===== src/inc/dac_mode_pkg.sv =====
package dac_mode_pkg;

    // strap levels as seen on the two strap inputs
    typedef enum logic [1:0]
    {
        MODE_TWO_WIRE = 2'b00,
        MODE_HW_NARROW = 2'b01,
        MODE_HW_WIDE = 2'b10,
        MODE_THREE_WIRE = 2'b11
    } mode_e;

    typedef enum logic [1:0]
    {
        FMT_RJ24 = 2'b00,
        FMT_I2S = 2'b01,
        FMT_LJ = 2'b10,
        FMT_TDM24 = 2'b11
    } fmt_e;

    typedef enum logic [3:0]
    {
        TW_IDLE = 4'h0,
        TW_ADDR = 4'h1,
        TW_ADDR_ACK = 4'h2,
        TW_INDEX = 4'h3,
        TW_INDEX_ACK = 4'h4,
        TW_WDATA = 4'h5,
        TW_WDATA_ACK = 4'h6,
        TW_RDATA = 4'h7,
        TW_RACK = 4'h8
    } tw_state_e;

    typedef struct packed
    {
        logic wide;
        fmt_e format;
        logic deemph;
        logic mute;
    } hw_ctrl_s;

    typedef struct packed
    {
        logic [6:0] index;
        logic [7:0] data;
    } reg_write_s;

    localparam logic [5:0] SLAVE_ADDR_PREFIX = 6'h26;
    localparam logic [6:0] MAX_INDEX = 7'h13;
    localparam logic [4:0] SPI_WORD_BITS = 5'h10;
    localparam logic [3:0] BYTE_BITS = 4'h8;
    localparam logic [1:0] STRAP_SETTLE = 2'h3;
    localparam int SYNC_W = 6;
    localparam hw_ctrl_s HW_CTRL_RESET = '{1'b0, FMT_RJ24, 1'b0, 1'b0};
    localparam reg_write_s REG_WRITE_RESET = '{7'h00, 8'h00};

    function automatic logic index_defined(input logic [6:0] idx);
        index_defined = (idx <= MAX_INDEX);
    endfunction

endpackage


===== src/hdl/dac_mode_control_port.sv =====
`timescale 1ns/1ps
// Contract
// - strap pull-down narrow, pull-up wide oversampling
// - format pins pick one of four formats
// - de-emphasis pin high enables 44.1 kHz
// - mute pin high mutes all channels
// - three-wire port uses own bit clock
// - three-wire active only when strapped, after reset
// - one 16-bit word, msb first
// - write bit, seven index bits, eight data
// - select low, 16 clocks, latch on rise
// - two-wire active only when strapped, after reset
// - slave only, receiver and transmitter
// - address 100110, select pin, then direction
// - answer only own address
// - write: address, index, data, all acknowledged
// - undefined index acknowledged but not written
// - read: index, repeated start, one byte, nack
// - strap captured once after power-on reset
module dac_mode_control_port
(
    input wire logic clk_i,
    input wire logic rst_i,
    input wire logic [1:0] mode_strap_i,
    input wire logic format_select_low_i,
    input wire logic pin_select_i,
    input wire logic pin_clock_i,
    input wire logic pin_data_i,
    output logic pin_data_o,
    output logic pin_data_oe_o,
    input wire logic [7:0] reg_read_data_i,
    output dac_mode_pkg::mode_e mode_o,
    output logic mode_valid_o,
    output dac_mode_pkg::hw_ctrl_s hw_ctrl_o,
    output logic reg_write_valid_o,
    output dac_mode_pkg::reg_write_s reg_write_o,
    output logic [6:0] reg_index_o
);
    import dac_mode_pkg::*;

    logic [SYNC_W-1:0] sync1;
    logic [SYNC_W-1:0] sync2;
    logic [2:0] hist;
    logic [1:0] settle;
    logic sel;
    logic scl;
    logic sda;
    logic scl_rise;
    logic scl_fall;
    logic sda_rise;
    logic sda_fall;
    logic sel_rise;
    logic sel_fall;
    logic spi_on;
    logic tw_on;

    // every pin passes two flops before use
    always_ff @(posedge clk_i)
    begin
        if (rst_i)
        begin
            sync1 <= '0;
            sync2 <= '0;
            hist <= 3'h7;
        end
        else
        begin
            sync1 <= {mode_strap_i, format_select_low_i, pin_select_i, pin_clock_i, pin_data_i};
            sync2 <= sync1;
            hist <= sync2[2:0];
        end
    end

    assign sel = sync2[2];
    assign scl = sync2[1];
    assign sda = sync2[0];
    assign sel_rise = sel & ~hist[2];
    assign sel_fall = ~sel & hist[2];
    assign scl_rise = scl & ~hist[1];
    assign scl_fall = ~scl & hist[1];
    assign sda_rise = sda & ~hist[0];
    assign sda_fall = ~sda & hist[0];

    // strap taken once, later changes ignored until next reset
    always_ff @(posedge clk_i)
    begin
        if (rst_i)
        begin
            settle <= '0;
            mode_valid_o <= 1'b0;
            mode_o <= MODE_TWO_WIRE;
        end
        else if (!mode_valid_o)
        begin
            settle <= settle + 2'h1;
            if (settle == STRAP_SETTLE)
            begin
                mode_valid_o <= 1'b1;
                mode_o <= mode_e'(sync2[5:4]);
            end
        end
    end

    assign spi_on = mode_valid_o && (mode_o == MODE_THREE_WIRE);
    assign tw_on = mode_valid_o && (mode_o == MODE_TWO_WIRE);

    // parallel pin control
    always_ff @(posedge clk_i)
    begin
        if (rst_i)
        begin
            hw_ctrl_o <= HW_CTRL_RESET;
        end
        else if (mode_valid_o && (mode_o == MODE_HW_NARROW || mode_o == MODE_HW_WIDE))
        begin
            hw_ctrl_o.wide <= (mode_o == MODE_HW_WIDE);
            hw_ctrl_o.format <= fmt_e'({sel, sync2[3]});
            hw_ctrl_o.deemph <= scl;
            hw_ctrl_o.mute <= sda;
        end
        else
        begin
            hw_ctrl_o <= HW_CTRL_RESET;
        end
    end

    // three-wire port
    logic [15:0] spi_shift;
    logic [4:0] spi_count;
    logic spi_write;

    always_ff @(posedge clk_i)
    begin
        if (rst_i)
        begin
            spi_shift <= '0;
            spi_count <= '0;
        end
        else if (spi_on)
        begin
            if (sel_fall)
            begin
                spi_count <= '0;
            end
            else if (!sel && scl_rise)
            begin
                spi_shift <= {spi_shift[14:0], sda};
                if (spi_count <= SPI_WORD_BITS)
                begin
                    spi_count <= spi_count + 5'h1;
                end
            end
        end
    end

    // exactly sixteen bits with a leading zero make a write
    assign spi_write = spi_on && sel_rise && (spi_count == SPI_WORD_BITS)
        && !spi_shift[15];

    // two-wire slave
    tw_state_e tw_state;
    logic [7:0] rx;
    logic [7:0] tx;
    logic [3:0] bits;
    logic rw;
    logic tw_write;
    logic addr_match;

    assign addr_match = (rx[7:1] == {SLAVE_ADDR_PREFIX, sel});
    assign tw_write = tw_on && scl_fall && (tw_state == TW_WDATA) && (bits == BYTE_BITS)
        && index_defined(reg_index_o);

    always_ff @(posedge clk_i)
    begin
        if (rst_i)
        begin
            tw_state <= TW_IDLE;
            rx <= '0;
            tx <= '0;
            bits <= '0;
            rw <= 1'b0;
            pin_data_oe_o <= 1'b0;
            reg_index_o <= '0;
        end
        else if (!tw_on)
        begin
            tw_state <= TW_IDLE;
            pin_data_oe_o <= 1'b0;
            if (spi_write)
            begin
                reg_index_o <= spi_shift[14:8];
            end
        end
        else if (scl && sda_fall)
        begin
            tw_state <= TW_ADDR; // start or repeated start
            bits <= '0;
            pin_data_oe_o <= 1'b0;
        end
        else if (scl && sda_rise)
        begin
            tw_state <= TW_IDLE;
            pin_data_oe_o <= 1'b0;
        end
        else if (scl_rise)
        begin
            unique case (tw_state)
                TW_ADDR, TW_INDEX, TW_WDATA:
                begin
                    rx <= {rx[6:0], sda};
                    bits <= bits + 4'h1;
                end
                TW_RDATA:
                begin
                    bits <= bits + 4'h1;
                end
                TW_RACK:
                begin
                    tw_state <= TW_IDLE; // single byte read
                end
                TW_IDLE, TW_ADDR_ACK, TW_INDEX_ACK, TW_WDATA_ACK:
                begin
                end
            endcase
        end
        else if (scl_fall)
        begin
            unique case (tw_state)
                TW_ADDR:
                begin
                    if (bits == BYTE_BITS)
                    begin
                        if (addr_match)
                        begin
                            tw_state <= TW_ADDR_ACK;
                            rw <= rx[0];
                            pin_data_oe_o <= 1'b1;
                        end
                        else
                        begin
                            tw_state <= TW_IDLE;
                        end
                    end
                end
                TW_ADDR_ACK:
                begin
                    bits <= '0;
                    if (rw)
                    begin
                        tw_state <= TW_RDATA;
                        tx <= {reg_read_data_i[6:0], 1'b0};
                        pin_data_oe_o <= ~reg_read_data_i[7];
                    end
                    else
                    begin
                        tw_state <= TW_INDEX;
                        pin_data_oe_o <= 1'b0;
                    end
                end
                TW_INDEX:
                begin
                    if (bits == BYTE_BITS)
                    begin
                        tw_state <= TW_INDEX_ACK;
                        reg_index_o <= rx[6:0];
                        pin_data_oe_o <= 1'b1;
                    end
                end
                TW_INDEX_ACK:
                begin
                    tw_state <= TW_WDATA;
                    bits <= '0;
                    pin_data_oe_o <= 1'b0;
                end
                TW_WDATA:
                begin
                    if (bits == BYTE_BITS)
                    begin
                        tw_state <= TW_WDATA_ACK;
                        pin_data_oe_o <= 1'b1;
                    end
                end
                TW_RDATA:
                begin
                    if (bits == BYTE_BITS)
                    begin
                        tw_state <= TW_RACK;
                        pin_data_oe_o <= 1'b0;
                    end
                    else
                    begin
                        tx <= {tx[6:0], 1'b0};
                        pin_data_oe_o <= ~tx[7];
                    end
                end
                TW_WDATA_ACK, TW_RACK:
                begin
                    tw_state <= TW_IDLE;
                    pin_data_oe_o <= 1'b0;
                end
                TW_IDLE:
                begin
                end
            endcase
        end
    end

    // open-drain: only ever pulls low, never starts a transfer
    always_ff @(posedge clk_i)
    begin
        if (rst_i)
        begin
            pin_data_o <= 1'b0;
        end
        else
        begin
            pin_data_o <= 1'b0;
        end
    end

    always_ff @(posedge clk_i)
    begin
        if (rst_i)
        begin
            reg_write_valid_o <= 1'b0;
            reg_write_o <= REG_WRITE_RESET;
        end
        else
        begin
            reg_write_valid_o <= spi_write || tw_write;
            if (spi_write)
            begin
                reg_write_o <= '{spi_shift[14:8], spi_shift[7:0]};
            end
            else if (tw_write)
            begin
                reg_write_o <= '{reg_index_o, rx};
            end
        end
    end

endmodule


===== config.mk =====
export PLATFORM = sky130hd
export DESIGN_NAME = dac_mode_control_port
export DESIGN_NICKNAME = d
export VERILOG_FILES = /design/src/inc/dac_mode_pkg.sv /design/src/hdl/dac_mode_control_port.sv
export SDC_FILE = /design/constraint.sdc
export NUM_CORES = 1
export LEC_CHECK = 0
export ABC_AREA = 1
export BUFFER_PORTS_ARGS = -buffer_cell sky130_fd_sc_hd__clkbuf_2
export CAP_MARGIN = 25
export CORE_MARGIN = 10
export CORE_UTILIZATION = 50
export CTS_BUF_LIST = sky130_fd_sc_hd__clkbuf_16
export DETAILED_ROUTE_END_ITERATION = 16
export GPL_TIMING_DRIVEN = 0
export PLACE_DENSITY = 0.68
export RECOVER_POWER = 50
export SYNTH_ARGS = -nofsm -noshare
export SYNTH_HDL_FRONTEND = slang
export SYNTH_SLANG_ARGS = --single-unit

===== constraint.sdc =====
create_clock -name clk_i -period 1.6 [get_ports clk_i]
set_input_delay 0.08 -clock clk_i [delete_from_list [all_inputs] [get_ports clk_i]]
set_output_delay 0.08 -clock clk_i [all_outputs]
set_load 0.05 [all_outputs]

# Yosys cells after proc, flatten, opt, wreduce, memory -nomap -nowiden
# Index checks and enable logic that the tools add are counted.
# classes
n_addsub	3
n_lt_le_gt_ge	2
eq_ne	38
mux	42
bitwise	21
n_reduce_logical	50
# ops
operator	count
two-way mux 7 bit	8
two-way mux 4 bit	13
two-way mux 15 bit	2
one-hot mux 4 bit (7 select lines)	1
AND reduction 7 bit	3
inequality test 2 bit, second input constant	9
== test 4 x 3 -> 1 bit, second input constant	4
two-way mux 8 bit	2
one-hot mux 8 bit (2 select lines)	1
AND reduction 8 bit	2
two-way mux 5 bit	3
inequality test 5 bit, second input constant	3
inverter 1 bit	15
logical AND 1 bit	13
nonzero test 2 bit	6
AND reduction 5 bit	2
nonzero test 10 bit	1
OR reduction 2 bit	5
two-way mux 1 bit	9
inequality test 3 bit, second input constant	3
== test 4 x 2 -> 1 bit, second input constant	2
== test 4 bit, second input constant	2
inequality test 2 x 1 -> 1 bit, second input constant	4
nonzero test 8 bit	1
28 further kinds	42
# totals
regBits	95
input_bits	16

# Logic depth before layout (Yosys ltp)
# logic_depth
depth_word	8
depth_mapped	12
ltp_nobuf	11

# Least setup slack after synthesis
# Ideal clock, no wire load.
# synth_timing
path_type	flip-flop to flip-flop
from	register mode_o[0]
to	register reg_write_o[10] in the netlist's numbering
setup_time_ns	0.136
arrival_ns	1.801
required_time_ns	1.464
setup_slack_ns	-0.336
stages_incl_launch_ff	12
n_path_buf	1
synth_period_minus_slack_ns	1.936
cell_sequence	dfxtp_1 inv_1 ha_1 nand2_4 clkinv_2 nand2_1 nor2_2 nand3_2 nand2_4 buf_8 nor2_1 nor3_2
# synth_between
elab_chain_cells	7
word_cells_on_any_way	13
# synth_lines
item	line	rtl
start, declared	dac_mode_control_port.sv:32	output dac_mode_pkg::mode_e mode_o,
start signal, assigned	dac_mode_control_port.sv:99	mode_o <= mode_e'(sync2[5:4]);
zero test 2 bit	dac_mode_control_port.sv:105	assign tw_on = mode_valid_o && (mode_o == MODE_TWO_WIRE);
logical AND 1 bit	dac_mode_control_port.sv:105	
logical AND 1 bit (3 in series)	dac_mode_control_port.sv:170	assign tw_write = tw_on && scl_fall && (tw_state == TW_WDATA) && (bits == BYTE_BITS)
logical AND 1 bit	dac_mode_control_port.sv:171	&& index_defined(reg_index_o);
nonzero test 2 bit (no source line)	-	
end signal, assigned	dac_mode_control_port.sv:333	reg_write_o <= '{spi_shift[14:8], spi_shift[7:0]};
end signal, assigned	dac_mode_control_port.sv:337	reg_write_o <= '{reg_index_o, rx};
end, declared	dac_mode_control_port.sv:36	output dac_mode_pkg::reg_write_s reg_write_o,
# Several ways; a longest one is shown, not always the timed one.
# A chain may end at the register's enable or synchronous reset.

# Worst setup path in the final report
# layout_timing
from	register mode_o[1]
to	register reg_index_o[0]
# layout_between
elab_chain_cells	7
word_cells_on_any_way	16
# layout_lines
item	line	rtl
== test 2 bit	dac_mode_control_port.sv:104	assign spi_on = mode_valid_o && (mode_o == MODE_THREE_WIRE);
logical AND 1 bit	dac_mode_control_port.sv:104	
logical AND 1 bit (2 in series)	dac_mode_control_port.sv:157	assign spi_write = spi_on && sel_rise && (spi_count == SPI_WORD_BITS)
logical AND 1 bit	dac_mode_control_port.sv:158	&& !spi_shift[15];
nonzero test 2 bit (no source line)	-	
AND reduction 7 bit (no source line)	-	
end signal, assigned	dac_mode_control_port.sv:191	reg_index_o <= spi_shift[14:8];
end signal, assigned	dac_mode_control_port.sv:265	reg_index_o <= rx[6:0];
end, declared	dac_mode_control_port.sv:37	output logic [6:0] reg_index_o
# Several ways; a longest one is shown, not always the timed one.

==> metrics.md <==
| Metric | Value |
|---|---|
| WHS Path Cells | 3 |
| Count leader, synth | nor2_1 |
| Minimum clock period | 1.565 ns |
| Outcome | complete, no violations |
| Latest clock arrival within the worst-skew pair | 0.35 ns |
| DIE AREA | 13000 um^2 |
| Max IR drop VDD | 0.6776 mV |
| Top delay family on crit path | simple AND/OR/NAND/NOR gates |
| Commonest cells in the netlist | 125 x nor2_1, 103 x nand2_1, 94 x dfxtp_1 |
| Worst slew pin tran | 0.7779 ns |
| Type of the worst setup path | reg -> reg |
| Critical Path Sink Type | register |
| Initial antenna violation count | 0 |
| #FFs+latches synth | 94 |
| Die Y | 114 um |
| H-tree levels | 3 |
| FFs w/ async S/R, synth | 0% |
| Core ar. | 8678 um^2 |
| Post-synth EDFFs | 0 |
| Max-cap violation count | 0 |
| Share of layout cells above drive strength 1 | 22.38% |
| Final hold violations | 0 |
| Critical path launch point type | register |
| Static Leak | 2.436 nW |
| Global-route wire length before repair | 19270 um |
| Synth-to-Final Area Change | 26.62% |
| Placed cell count | 775 |
| Rows | 34 |
| Crit path depth | 11 |
| Detailed Route WL | 11820 um |
| Synth area leader | dfxtp_1 |
| Starting density of the core | 50.91% |
| Sink Count | 94 |
| Vias in the first global route | 4103 |
| Crit-path slowest cell | dfxtp_4 |
| Mapped cell area | 4418 um^2 |
| IO Pins | 49 |
| Synthesized area per cell | 7.114 um^2 |
| Buf/Inv on CP | 3 |
| Post-synth cell types | 35 |
| Dpl ws | -0.2922 ns |
| Hpwl dp | 8116 um |
| Finish-stage setup viols | 0 |
| Final Cycle Share | 97.82% |
| RSZ-0062 raised after global routing | yes |
| Gr ovfl total | 0 |
| ANT nets after route | 0 |
| GRT Util Overall | 17.84% |
| Routability Congestion | 0.9379 |
| PortBufs | 46 |
| CP peak stage delay | 0.38 ns |
| Slew headroom | 48.14% |
| Worst Hold Class | in -> reg |
| Drt first pass iters | 4 |
| P per Cell Area | 912.8 nW/um^2 |
| DRT iter0 DRCs | 311 |
| Max Fclk | 638.9 MHz |
| Critical Path AT | 1.80 ns |
| Top-area cell type share of the netlist area | 42.59% |
| TritonCTS clock tree | yes |
| Clock-pin transition on the worst setup and hold timing paths | 0.07 ns |
| Via density | 5.171 |
| WHS | 0.02985 ns |
| Yosys warnings | 0 |
| Largest net degree at the start of global routing | 17 |
| Seq/Total Area, Yosys | 42.59% |
| Synth Flop Type | dfxtp_1 |
| Post-layout nets | 737 |
| Final-report max-slew violation count | 0 |
| # diodes | 0 |
| Total Neg Setup Slack | 0 ns |
| Filler cells | 779 |
| Max Clock Skew | 0.007064 ns |
| Final WS setup | 0.03490 ns |
| CTS max path bufs | 2 |
| Wire per inst | 14.36 um |
| DRC | 0 |
| Critical Path RT | 1.83 ns |
| Worst-path maximum fanout | 7 |
| Main area contributors after synthesis | dfxtp_1 43%, nor2_1 11%, nand2_1 8.8% |
| Root Driver | clkbuf_16 |
| Reg2Reg Depth | 11 |
| Reg area | 1904 um^2 |
| Syn_nets | 648 |
| Final Non-Filler Cells | 823 |
| Multi-input gate area | 2312 um^2 |
| TritonCTS Buffers | 9 |
| Total power | 5.107 mW |
| Crit-path cells | inv_4 -> ha_4 -> nand2_4 -> clkinv_4 -> nand2_8 -> nor2_4 -> nand4_1 -> nand2_2 -> buf_4 -> o21ai_0 -> nor2_1 |
| Die W | 114 um |
| Vias | 4256 |
| Cells after synthesis | 621 |
==> layer usage <==
| metal | global-route usage [%] | share of wire (%) | wire (um) | vias to the layer above |
|---|---|---|---|---|
| met5 | 0 | 0 | 0 | - |
| met4 | 5.597 | 1.4 | 171 | 0 |
| met3 | 3.622 | 6.7 | 791 | 13 |
| met2 | 29.54 | 48 | 5643 | 134 |
| met1 | 22.72 | 44 | 5213 | 1961 |
| li1 | - | - | - | 2148 |
==> path summary, 6_finish.rpt <==
| path | start | endpoint | slack, ns |
|---|---|---|---|
| worst max register to register | mode_o[1] | reg_index_o[0] | 0.03 |
| worst min-delay path | reg_read_data_i[0] | tx[1] | 0.03 |
| worst min register to register | sync1[1] | sync2[1] | 0.40 |
| worst max-delay path | mode_o[1] | reg_index_o[0] | 0.03 |
==> repair_timing <==
| action | CTS | global route |
|---|---|---|
| setup endpoints to repair | 67 | 62 |
| resized for setup | 30 | 49 |
| pin swaps | 14 | 19 |
| cloned | 0 | 2 |
| hold endpoints to repair | 6 | 0 |
| buffers inserted | 10 | 14 |
| hold buffers | 6 | 0 |
==> sequential cells by signal (all words and copies together) (netlist names), 2 cells and up <==
register	cells
settle	2
spi_count	5
tx	7
tw_state	4
sync2	6
hw_ctrl_o	5
mode_o	2
bits	4
hist	3
reg_index_o	7
sync1	6
rx	8
reg_write_o	15
spi_shift	16
==> cell families (layout without fill, tap and decap cells) <==
kind of cell             after synthesis  count (layout)  share of synthesized area, %
AO/OA/AOI/OAI                        106             106                         12.18
XOR/XNOR                               3               3                        0.5948
adder cells (fa/ha/maj)               11              11                         3.115
buffers and inverters                 96             190                         9.345
flip-flops                            94              94                         42.59
other                                  1               1                       0.08488
AND/OR/NAND/NOR                      310             310                         32.09
==> layout make-up <==
class	count	area share, %
buffer	23	2.997
clock buffer	10	4.473
clock inverter	6	1.096
inverter	73	5.077
multi-input combinational	431	41.33
sequential	94	34.04
tap	108	2.416
timing repair buffer	78	8.566
==> worst reg2reg max path, stage by stage, from the launching register on <==
cell	delay (ns)
dfxtp_4	0.38
inv_4	0.04
ha_4	0.15
nand2_4	0.07
clkinv_4	0.08
nand2_8	0.08
nor2_4	0.04
nand4_1	0.11
nand2_2	0.13
buf_4	0.16
o21ai_0	0.15
nor2_1	0.07
==> cells in the final DEF (no fill, tap or decap), types with 2 or more instances in the layout <==
master         count
a21oi_1           41
o21ai_0           43
clkbuf_16         11
nor3_4             3
nand3b_1           2
clkinvlp_4         2
nor2_1           119
nand3_2            2
o21ai_2            4
nand2_4            5
nor2_2             5
nand3_1           37
nor3_2             8
nor3_1             3
nor2_4             9
xor2_1             2
nand2_2            9
dfxtp_4            4
ha_4               4
inv_1             59
dfxtp_1           84
clkbuf_2          25
nand3_4            3
ha_1               6
nand4_1            6
clkbuf_1          30
buf_6              6
o21ai_1           15
dfxtp_2            6
inv_4              2
dlygate4sd3_1      6
buf_8              2
buf_4             29
inv_2             13
nand2_1           96
==> power breakdown <==
part	internal, mW	switching [mW]	total (mW)
Clock	1.30	0.936	2.24
Sequential	2.39	0.0349	2.42
Combinational	0.172	0.277	0.449
Total	3.86	1.25	5.11
==> metrics by stage <==
step | util, % | cell area [um^2]
finish | 64.46 | 5594
global route | 64.46 | 5594
CTS | 61.72 | 5356
detailed placement | 55.31 | 4800
global placement | 55.31 | 4800
floorplan | - | 4434
Power figures use the tool's default switching activity.
